**src/hdl/acs_defines.svh**
```systemverilog
`ifndef ACS_DEFINES_SVH
`define ACS_DEFINES_SVH
// register offsets (byte addresses)
`define ACS_OFF_CTRL 8'h00
`define ACS_OFF_PTR 8'h04
`define ACS_OFF_RES 8'h08
`define ACS_OFF_STAT 8'h0c
// control register bit positions
`define ACS_CTRL_START 0
`define ACS_CTRL_CAL 1
`define ACS_CTRL_CRST 2
`define ACS_CTRL_CFG_LSB 8
`define ACS_CTRL_CFG_MSB 26
// pointer register fields
`define ACS_PTR1_LSB 0
`define ACS_PTR2_LSB 4
// status register bits
`define ACS_STAT_FLAG 0
`define ACS_STAT_MASK 1
// reset values
`define ACS_DELAY_RST 8'h00
`define ACS_MASK_RST 1'b1
// timing
`define ACS_CLK_HZ 10000000
`define ACS_CLK_MHZ 10
`define ACS_TICK_HZ 32768
`define ACS_SYNC_NS 2000
`define ACS_SYNC_CYC ((`ACS_SYNC_NS * `ACS_CLK_MHZ + 999) / 1000)
`define ACS_RES_W 10
`define ACS_SLOTS 8
`endif

```
**src/hdl/acs_pkg.sv**
```systemverilog
package acs_pkg;
  // software configuration held in the control register, bits 26:8
  typedef struct packed {
    logic [2:0] switcher_pll_multiplier;
    logic [7:0] start_delay_count;
    logic charger_current_sense_enable;
    logic battery_current_sense_enable;
    logic second_pointer_autoinc;
    logic first_pointer_autoinc;
    logic input_buffer_enable;
    logic touch_input_map_select;
    logic delay_each_conversion;
    logic single_channel_mode;
  } acs_ctrl_t;

  typedef struct packed {
    logic [2:0] second_result_pointer;
    logic [2:0] first_result_pointer;
  } acs_ptr_t;

  typedef enum logic [2:0] {
    ACS_IDLE = 3'b000,
    ACS_PLL = 3'b001,
    ACS_SYNC = 3'b010,
    ACS_DLY = 3'b011,
    ACS_CONV = 3'b100,
    ACS_WAIT = 3'b101
  } acs_state_t;
endpackage : acs_pkg

```
**src/hdl/acs_sequencer.sv**
```systemverilog
// Chosen here: the plain strobed port and the register addresses.
`timescale 1ns/1ps
`include "acs_defines.svh"
module acs_sequencer (
  input wire logic core_clk,
  input wire logic srst,
  input wire logic [7:0] addr,
  input wire logic [31:0] wdata,
  input wire logic wr_stb,
  input wire logic rd_stb,
  output logic [31:0] rdata,
  input wire logic external_trigger_pin,
  input wire logic pll_ready,
  output logic pll_request,
  output logic conv_clk_strobe,
  output logic conv_start,
  output logic [2:0] conv_channel,
  output logic conv_calibrate,
  input wire logic conv_done,
  input wire logic [`ACS_RES_W-1:0] conv_result,
  output logic input_buffer_on,
  output logic conversion_done_irq,
  output logic busy
);

  ////////////////////////////////////////////////////////////////////////
  acs_pkg::acs_ctrl_t cfg_q;
  acs_pkg::acs_ptr_t ptr_q;
  acs_pkg::acs_state_t state_q;
  logic start_series_bit_q;
  logic calibration_request_q;
  logic conversion_done_flag_q;
  logic conversion_done_mask_q;
  logic [1:0] pend_q;
  logic [2:0] idx_q;
  logic cal_run_q;
  logic [7:0] sync_q;
  logic [8:0] dcnt_q;
  logic [23:0] nco_q;
  logic tick_q;
  logic [1:0] div_q;
  logic trig_s1_q;
  logic trig_s2_q;
  logic trig_s3_q;
  logic [`ACS_RES_W-1:0] slot_q [`ACS_SLOTS];
  logic [31:0] rdata_q;

  logic ctrl_wr;
  logic ptr_wr;
  logic stat_wr;
  logic res_rd;
  logic core_reset;
  logic sw_start;
  logic trig_rise;
  logic new_req;
  logic accept;
  logic series_begin;
  logic series_done;
  logic store;
  logic [`ACS_RES_W-1:0] store_val;

  assign ctrl_wr = wr_stb && (addr == `ACS_OFF_CTRL);
  assign ptr_wr = wr_stb && (addr == `ACS_OFF_PTR);
  assign stat_wr = wr_stb && (addr == `ACS_OFF_STAT);
  assign res_rd = rd_stb && (addr == `ACS_OFF_RES);
  assign core_reset = ctrl_wr && wdata[`ACS_CTRL_CRST];
  assign sw_start = ctrl_wr && wdata[`ACS_CTRL_START];

  ////////////////////////////////////////////////////////////////////////
  // trigger pin: two-flop synchroniser, edge taken from the second and third stages
  always_ff @(posedge core_clk) begin
    if (srst) begin
      trig_s1_q <= 1'b0;
      trig_s2_q <= 1'b0;
      trig_s3_q <= 1'b0;
    end else begin
      trig_s1_q <= external_trigger_pin;
      trig_s2_q <= trig_s1_q;
      trig_s3_q <= trig_s2_q;
    end
  end

  assign trig_rise = trig_s2_q && !trig_s3_q;
  assign new_req = (sw_start || trig_rise) && !core_reset;
  // a full queue drops further requests rather than stalling the bus
  assign accept = new_req && (pend_q != 2'h2);

  ////////////////////////////////////////////////////////////////////////
  // time bases: the tick runs off the fixed core clock, so the PLL multiplier cannot move it
  always_ff @(posedge core_clk) begin
    if (srst) begin
      nco_q <= 24'h000000;
      tick_q <= 1'b0;
    end else if (nco_q + 24'(`ACS_TICK_HZ) >= 24'(`ACS_CLK_HZ)) begin
      nco_q <= nco_q + 24'(`ACS_TICK_HZ) - 24'(`ACS_CLK_HZ);
      tick_q <= 1'b1;
    end else begin
      nco_q <= nco_q + 24'(`ACS_TICK_HZ);
      tick_q <= 1'b0;
    end
  end

  always_ff @(posedge core_clk) begin
    if (srst) begin
      div_q <= 2'h0;
    end else begin
      div_q <= (div_q == 2'h2) ? 2'h0 : div_q + 2'h1;
    end
  end

  assign conv_clk_strobe = (div_q != 2'h2);

  ////////////////////////////////////////////////////////////////////////
  // sequencer
  assign series_begin = (state_q == acs_pkg::ACS_IDLE) && (pend_q != 2'h0) && !core_reset;
  assign series_done = (state_q == acs_pkg::ACS_WAIT) && conv_done && (idx_q == 3'h7) && !core_reset;
  assign store = (state_q == acs_pkg::ACS_WAIT) && conv_done && !cal_run_q && !core_reset;

  always_ff @(posedge core_clk) begin
    if (srst || core_reset) begin
      state_q <= acs_pkg::ACS_IDLE;
      idx_q <= 3'h0;
      cal_run_q <= 1'b0;
      sync_q <= 8'h00;
      dcnt_q <= 9'h000;
    end else begin
      case (state_q)
        acs_pkg::ACS_IDLE: begin
          if (series_begin) begin
            state_q <= acs_pkg::ACS_PLL;
            idx_q <= 3'h0;
            cal_run_q <= calibration_request_q;
          end
        end
        acs_pkg::ACS_PLL: begin
          if (pll_ready) begin
            state_q <= acs_pkg::ACS_SYNC;
            sync_q <= 8'(`ACS_SYNC_CYC);
          end
        end
        acs_pkg::ACS_SYNC: begin
          if (sync_q <= 8'h01) begin
            state_q <= acs_pkg::ACS_DLY;
            dcnt_q <= {1'b0, cfg_q.start_delay_count} + 9'h001;
          end else begin
            sync_q <= sync_q - 8'h01;
          end
        end
        acs_pkg::ACS_DLY: begin
          if (tick_q) begin
            if (dcnt_q == 9'h001) begin
              state_q <= acs_pkg::ACS_CONV;
            end
            dcnt_q <= dcnt_q - 9'h001;
          end
        end
        acs_pkg::ACS_CONV: begin
          state_q <= acs_pkg::ACS_WAIT;
        end
        acs_pkg::ACS_WAIT: begin
          if (conv_done) begin
            if (idx_q == 3'h7) begin
              state_q <= acs_pkg::ACS_IDLE;
            end else if (cfg_q.delay_each_conversion) begin
              state_q <= acs_pkg::ACS_DLY;
              dcnt_q <= {1'b0, cfg_q.start_delay_count} + 9'h001;
            end else begin
              state_q <= acs_pkg::ACS_CONV;
            end
            idx_q <= idx_q + 3'h1;
          end
        end
        default: begin
          state_q <= acs_pkg::ACS_IDLE;
        end
      endcase
    end
  end

  always_ff @(posedge core_clk) begin
    if (srst || core_reset) begin
      pend_q <= 2'h0;
    end else begin
      pend_q <= pend_q + {1'b0, accept} - {1'b0, series_done};
    end
  end

  // channel 0..7 in order, or the first pointer's channel eight times
  assign conv_channel = cfg_q.single_channel_mode ? ptr_q.first_result_pointer : idx_q;
  assign conv_start = (state_q == acs_pkg::ACS_CONV);
  assign conv_calibrate = cal_run_q && (state_q != acs_pkg::ACS_IDLE);
  assign pll_request = (state_q != acs_pkg::ACS_IDLE) || (pend_q != 2'h0);
  assign busy = (state_q != acs_pkg::ACS_IDLE);
  assign input_buffer_on = cfg_q.input_buffer_enable
    && ((state_q == acs_pkg::ACS_CONV) || (state_q == acs_pkg::ACS_WAIT));

  ////////////////////////////////////////////////////////////////////////
  // results: disabled sense paths and unmapped channels read as zero
  always_comb begin
    store_val = conv_result;
    if (cfg_q.touch_input_map_select && !conv_channel[2]) begin
      store_val = '0;
    end else if (!cfg_q.touch_input_map_select) begin
      if (conv_channel == 3'h1 && !cfg_q.battery_current_sense_enable) begin
        store_val = '0;
      end
      if (conv_channel == 3'h4 && !cfg_q.charger_current_sense_enable) begin
        store_val = '0;
      end
    end
  end

  always_ff @(posedge core_clk) begin
    if (srst) begin
      for (int i = 0; i < `ACS_SLOTS; i++) begin
        slot_q[i] <= '0;
      end
    end else if (store) begin
      slot_q[idx_q] <= store_val;
    end
  end

  ////////////////////////////////////////////////////////////////////////
  // software registers
  always_ff @(posedge core_clk) begin
    if (srst) begin
      cfg_q <= '{start_delay_count: `ACS_DELAY_RST, default: '0};
    end else if (ctrl_wr) begin
      cfg_q <= acs_pkg::acs_ctrl_t'(wdata[`ACS_CTRL_CFG_MSB:`ACS_CTRL_CFG_LSB]);
    end
  end

  // start bit: set by a write or by a pin-started series, cleared when nothing is left
  always_ff @(posedge core_clk) begin
    if (srst || core_reset) begin
      start_series_bit_q <= 1'b0;
    end else if (accept || series_begin) begin
      start_series_bit_q <= 1'b1;
    end else if (series_done && pend_q == 2'h1) begin
      start_series_bit_q <= 1'b0;
    end
  end

  always_ff @(posedge core_clk) begin
    if (srst) begin
      calibration_request_q <= 1'b0;
    end else if (ctrl_wr) begin
      calibration_request_q <= wdata[`ACS_CTRL_CAL];
    end else if (series_done && cal_run_q) begin
      calibration_request_q <= 1'b0;
    end
  end

  always_ff @(posedge core_clk) begin
    if (srst) begin
      conversion_done_flag_q <= 1'b0;
      conversion_done_mask_q <= `ACS_MASK_RST;
    end else begin
      if (series_done) begin
        conversion_done_flag_q <= 1'b1;
      end else if (stat_wr && wdata[`ACS_STAT_FLAG]) begin
        conversion_done_flag_q <= 1'b0;
      end
      if (stat_wr) begin
        conversion_done_mask_q <= wdata[`ACS_STAT_MASK];
      end
    end
  end

  assign conversion_done_irq = conversion_done_flag_q && !conversion_done_mask_q;

  always_ff @(posedge core_clk) begin
    if (srst) begin
      ptr_q <= '0;
    end else if (ptr_wr) begin
      ptr_q.first_result_pointer <= wdata[`ACS_PTR1_LSB +: 3];
      ptr_q.second_result_pointer <= wdata[`ACS_PTR2_LSB +: 3];
    end else if (res_rd) begin
      // 3-bit add wraps 7 to 0 by itself
      if (cfg_q.first_pointer_autoinc) begin
        ptr_q.first_result_pointer <= ptr_q.first_result_pointer + 3'h1;
      end
      if (cfg_q.second_pointer_autoinc) begin
        ptr_q.second_result_pointer <= ptr_q.second_result_pointer + 3'h1;
      end
    end
  end

  always_ff @(posedge core_clk) begin
    if (srst) begin
      rdata_q <= 32'h00000000;
    end else if (rd_stb) begin
      case (addr)
        `ACS_OFF_CTRL: rdata_q <= {5'h00, cfg_q, 5'h00, 1'b0, calibration_request_q, start_series_bit_q};
        `ACS_OFF_PTR: rdata_q <= {25'h0000000, ptr_q.second_result_pointer, 1'b0, ptr_q.first_result_pointer};
        `ACS_OFF_RES: rdata_q <= {12'h000, slot_q[ptr_q.second_result_pointer],
                                  slot_q[ptr_q.first_result_pointer]};
        `ACS_OFF_STAT: rdata_q <= {26'h0000000, pend_q, pll_request, busy,
                                   conversion_done_mask_q, conversion_done_flag_q};
        default: rdata_q <= 32'h00000000;
      endcase
    end else begin
      rdata_q <= 32'h00000000;
    end
  end

  assign rdata = rdata_q;
endmodule : acs_sequencer

```
**config.mk**
```make
export PLATFORM = sky130hd
export DESIGN_NAME = acs_sequencer
export DESIGN_NICKNAME = d
export VERILOG_FILES = /design/src/hdl/acs_pkg.sv /design/src/hdl/acs_sequencer.sv
export VERILOG_INCLUDE_DIRS = /design/src /design/src/hdl
export SDC_FILE = /design/constraint.sdc
export NUM_CORES = 1
export LEC_CHECK = 0
export BUFFER_PORTS_ARGS = -buffer_cell sky130_fd_sc_hd__buf_2
export CAP_MARGIN = 20
export CORE_AREA = 2 2 140 142
export CTS_BUF_LIST = sky130_fd_sc_hd__clkbuf_8 sky130_fd_sc_hd__clkbuf_16
export CTS_CLUSTER_SIZE = 16
export DETAILED_ROUTE_END_ITERATION = 8
export DIE_AREA = 0 0 142 144
export MAX_ROUTING_LAYER = met4
export PLACE_DENSITY = 0.8
export REMOVE_ABC_BUFFERS = 1
export SYNTH_ARGS = -nofsm -noshare
export SYNTH_HDL_FRONTEND = slang
export SYNTH_SLANG_ARGS = --single-unit
```
**constraint.sdc**
```tcl
create_clock -name core_clk -period 2.5 [get_ports core_clk]
set_input_delay 0 -clock core_clk [delete_from_list [all_inputs] [get_ports core_clk]]
set_output_delay 0 -clock core_clk [all_outputs]
set_load 0.05 [all_outputs]
```
# Yosys cells after proc, flatten, opt, wreduce, memory -nomap -nowiden
# Memories as Yosys holds them, arrays and structs flattened. A register that Yosys moved wholly into a read port is not among the register bits.
# Index checks and enable logic that the tools add are counted.
# totals
reg_bits,117
ram_bits,80
input_bits,57
out_inout_bits,42
mem_count,1
# classes
addsub,11
magnitude_cmp,2
eq_ne,25
muxes,51
bitwise_logic,1
reduce_logical,60
# memory_table
memory,depth,width,rd,rd_ports_with_merged_regs,wr,line_no,source
slot_q,8,10,2,2,8,acs_sequencer.sv:45,logic [`ACS_RES_W-1:0] slot_q [`ACS_SLOTS];
# ops
operator,n
one-hot mux 27 bit (4 select lines),1
2-to-1 mux 3 bit,18
2-to-1 mux 10 bit,5
2-to-1 mux 9 bit,5
one-hot mux 9 bit (3 select lines),1
logical AND 1 bit,25
adder 24 x 16 -> 24 bit (second input constant),1
>= comparator 24 bit (second input constant),1
2-to-1 mux 24 bit,1
subtractor 24 bit (second input constant),1
!= test 2 bit (second input constant),11
one-hot mux 3 bit (6 select lines),1
nonzero test 2 bit,9
equality test 8 x 4 -> 1 bit (second input constant),2
2-to-1 mux 8 bit,2
one-hot mux 8 bit (2 select lines),1
2-to-1 mux 1 bit,13
equality test 3 bit (second input constant),4
2-to-1 mux 6 bit,2
AND reduction 6 bit,2
OR reduction 10 bit,1
adder 3 x 1 -> 3 bit (second input constant),3
adder 8 x 1 -> 9 bit (second input constant),1
equality test 9 x 1 -> 1 bit (second input constant),1
21 further kinds,38

# Longest topological paths before layout
# logic_depth
ltp_word,10
depth_mapped,13
mapped_depth_nobuf,11

# Least setup slack after synthesis
# OpenSTA, ideal clock, no wires.
# synth_timing
kind,register to register
from,reg nco_q[15]
to,reg nco_q[11]
arrival_ns,2.266
setup_slack_ns,0.164
path_stages_with_launch,10
n_path_buf,1
path_cell_list,dfxtp_1 > buf_2 > inv_1 > ha_1 > and3b_1 > a31oi_1 > a211oi_2 > o211a_1 > or4_1 > a21oi_1
# synth_via
elab_chain_len,3
# synth_rtl
item,line_no,source
start: declaration,acs_sequencer.sv:39,logic [23:0] nco_q;
start signal: assignment,acs_sequencer.sv:95,nco_q <= nco_q + 24'(`ACS_TICK_HZ) - 24'(`ACS_CLK_HZ);
start signal: assignment,acs_sequencer.sv:98,nco_q <= nco_q + 24'(`ACS_TICK_HZ);
adder 24 x 16 -> 24 bit,acs_sequencer.sv:94,end else if (nco_q + 24'(`ACS_TICK_HZ) >= 24'(`ACS_CLK_HZ)) begin
>= comparator 24 bit,acs_sequencer.sv:94,
2-to-1 mux 24 bit,acs_sequencer.sv:94,
# Every way passes these cells.
# A chain may end at the register's enable or synchronous reset.

# Final worst setup path
# layout_timing
from,reg nco_q[15]
to,reg nco_q[22]
# layout_via
elab_chain_len,3
elab_cells_between_ends,4
cone_classes,add/sub (2); order compare (1); mux (1)
# layout_rtl
item,line_no
adder 24 x 16 -> 24 bit (*),"acs_sequencer.sv:94, acs_sequencer.sv:95, acs_sequencer.sv:98"
subtractor 24 bit / >= comparator 24 bit (equally long branches),"acs_sequencer.sv:95, acs_sequencer.sv:94"
2-to-1 mux 24 bit (*),acs_sequencer.sv:94
# Every way passes the cells marked *; elsewhere a longest branch is shown, timed or not.

==> results by group <==
Status
  • Status: completed

Worst setup path
  • CP startpoint kind: register
  • CP Data Arrival Time: around 2700 ps
  • WP buf/inv: 2
  • Slowest cell on crit path: or4b_2
  • Crit Path Class: reg -> reg
  • WP data required: about 2900 ps
  • Slowest stage delay, CP: slightly below 600 ps
  • Critical path endpoint category: register
  • Worst-path fanout max: 7
  • Cell family with most CP delay: simple AND/OR/NAND/NOR gates
  • Critical-path cell list: inv_1 > ha_1 > nor4_1 > a31oi_2 > a211oi_2 > buf_4 > or4b_2 > a21oi_1

Clock network
  • Sink Count: 191
  • H-tree level count: 4
  • Clk pin slew, worst setup/hold paths: approximately 80 ps
  • Clock Path Buffers: 2
  • Clock root cell: clkbuf_16
  • CTS tree: done
  • Worst skew pair latency: 450 ps
  • Post-CTS setup buffer count: 0
  • CTS buffer count: 17

Detailed routing
  • Drt first pass iters: 5
  • Wl on met1: slightly below 10 mm
  • Top Metal Used: met4
  • Vias/cell: 5.951
  • Routed wire length: between 20 and 25 mm
  • Antenna-violating nets left: 0
  • Remaining DRCs: 0
  • Vias: 7849
  • Iter 0 DRT Violations: 722
  • Met2 routed wirelength: ~12 mm
  • Metal3 WL: slightly above 2 mm
  • Detailed-route wire length per cell: approximately 19 µm

Timing
  • Max Slew Vio Count: 0
  • TNS Setup: 0 ps
  • # setup viols final: 0
  • Slew HR: 0.5012
  • Min Clock Period, post-route: ~2400 ps
  • Fin. Hold Viols: 0
  • Period utilization: 0.9516
  • Actual slew at the worst max-slew pin: 746.4 ps
  • Final Worst Setup Slack: approximately 120 ps
  • RSZ-0062 raised after global routing: no
  • Fmax: 420.4 MHz
  • Final Skew: roughly 24 ps

Power and ir drop
  • Comb power frac: 0.176
  • Switch Pwr: around 2.5 mW
  • Peak supply drop: ~0.48 mV
  • Clock share of power: 0.373
  • LEAKAGE: ~4.2 nW
  • Total power: approximately 7.8 mW
  • P per Cell Area: 684.8 nW/µm²
  • Sequential Power Share: 0.451
  • Pint: around 5.3 mW
  • Switching part of the total: 0.3163

Layout
  • Inserted Diodes: 0
  • Area Overhead vs Synth: 19.28%
  • Layout Utilization: 0.5971
  • Layout Nets: approximately 1100
  • Share of cells above drive strength 1: 0.2100
  • Fillers: 1468
  • Non-Filler Instances: 1319

Placed design
  • PortBufs: 86
  • Place WS: -77.38 ps
  • DP HPWL: ~17 mm
  • Inst Count DP: between 1000 and 1500
  • GPL Wtd Cong: about 0.9

Die
  • I/O pin count: ~100
  • Die width: approximately 140 µm
  • Initial core utilization: 0.5006
  • Core Box Area: 19080 µm²
  • Rows: 51
  • Chip height: 144 µm
  • Die area: 20450 µm²

Logic synthesis
  • Syn Std Cell Area: 9550 µm²
  • Synth Flop Type: dfxtp_1
  • Post-synth EDFFs: 80
  • Register area share after synthesis: 0.4842
  • Mapped Cells: between 900 and 1000
  • Yosys cell types: 73
  • Most numerous cell in the Yosys netlist: nor2_1
  • Leading area contributor after synthesis: edfxtp_1
  • FFs w/ async S/R, synth: 0
  • Top cells by count, synth: 154 x nor2_1, 111 x dfxtp_1, 87 x nand2_1, 80 x edfxtp_1, 74 x a21oi_1
  • Share of the synthesized area in the top cell type: 0.2515
  • Syn_area_per_cell: about 10 µm²
  • Yosys warnings: 0
  • Top post-synthesis cells by area: edfxtp_1 25%, dfxtp_1 23%, mux4_2 9.4%, nor2_1 6.1%, a21oi_1 3.9%
  • FF+latch count, synth: approximately 190

Worst hold path
  • Min-Delay Path Class: in -> reg

GRT
  • Largest net degree at the start of global routing: 35
  • Gr usage total: 0.2544
  • First-pass GRT wire length: slightly below 40 mm
  • Vias in the first global route: around 7500
  • GRT overflow: 0
  • Antenna violations before repair: 0

Flow run
  • Max-Cap Viols: 0
[power groups by stage]
stage | sequential (mW) | combinational [mW] | clock, mW
floorplan | 3.57 | 0.875 | 0
global placement | 3.57 | 1.27 | 0
detailed placement | 3.58 | 1.30 | 0
CTS | 3.51 | 1.36 | 2.94
global route | 3.54 | 1.49 | 3.06
finish | 3.52 | 1.37 | 2.91
[flip-flops by register name (all words and copies together), names as in the netlist, 2 cells and up, named ones only]
name,count
slot_q,80
rdata,27
cfg_q,19
nco_q,17
dcnt_q,9
sync_q,8
ptr_q,6
idx_q,3
state_q,3
div_q,2
pend_q,2
[final timing paths]
| path | startpoint | end | slack [ps] | cells past startpoint |
|---|---|---|---|---|
| setup / recovery | nco_q[15] | nco_q[22] | 120 | 8 |
| hold / removal | conv_result[9] | slot_q[7][9] | 20 | 3 |
| setup reg to reg | nco_q[15] | nco_q[22] | 120 | 8 |
| hold reg to reg | div_q[0] | div_q[0] | 440 | 1 |
[tightest hold or removal path: stages]
cell	delay [ps]
buf_2	110
nand2_1	120
nor2_1	110
[cell usage in the layout (no fill, tap or decap), types with 22 or more instances in the layout]
| master | netlist | layout |
|---|---|---|
| a21oi_1 | 74 | 74 |
| buf_2 | 10 | 86 |
| buf_4 | 5 | 35 |
| dfxtp_1 | 111 | 109 |
| dlygate4sd3_1 | 0 | 36 |
| edfxtp_1 | 80 | 80 |
| inv_1 | 24 | 24 |
| mux2i_1 | 27 | 27 |
| mux4_2 | 40 | 40 |
| nand2_1 | 87 | 87 |
| nor2_1 | 154 | 154 |
| nor3_1 | 23 | 22 |
| o21ai_0 | 26 | 26 |
[routing by layer]
metal,up-vias,track usage
met3,53,0.05033
met2,368,0.4193
met5,-,-
met4,0,0.09526
met1,3778,0.3126
li1,3650,-
[stage by stage]
| step | hold slack, ps | area [µm²] |
|---|---|---|
| global route | 38.28 | 11390 |
| floorplan | 69.07 | 9283 |
| CTS | 10.27 | 11370 |
| global placement | 210.9 | 10360 |
| finish | 20.31 | 11390 |
| detailed placement | 215.6 | 10360 |
[cell type report]
class	count	area, µm²	share of cell area
Timing Repair Buffer	161	1134	0.09951
Clock inverter	15	222.7	0.01955
Inverter	24	90.09	0.007908
Multi-Input combinational cell	673	4596	0.4034
Tap cell	238	297.8	0.02614
Clock buffer	17	425.4	0.03734
Sequential cell	191	4627	0.4061
[logic make-up (layout without fill, tap and decap cells)]
logic type | Yosys count | after routing | synth area share
AO/OA/AOI/OAI | 163 | 163 | 0.1089
XOR/XNOR | 26 | 26 | 0.02384
adder cells (fa/ha/maj) | 16 | 16 | 0.02096
buffers and inverters | 89 | 217 | 0.03904
flip-flops | 191 | 191 | 0.4842
multiplexers | 71 | 71 | 0.1273
other | 1 | 5 | 0.0003927
AND/OR/NAND/NOR | 392 | 392 | 0.1953
[what timing repair did]
action | 4_1_cts | 5_1_grt
endpoints found under the hold margin | 104 | 0
hold buffers | 36 | 0
gates resized for setup | 2 | 5
pin swaps | 0 | 0
endpoints found under the setup margin | 7 | 13
No activity file was read; power rests on OpenSTA's default activity.
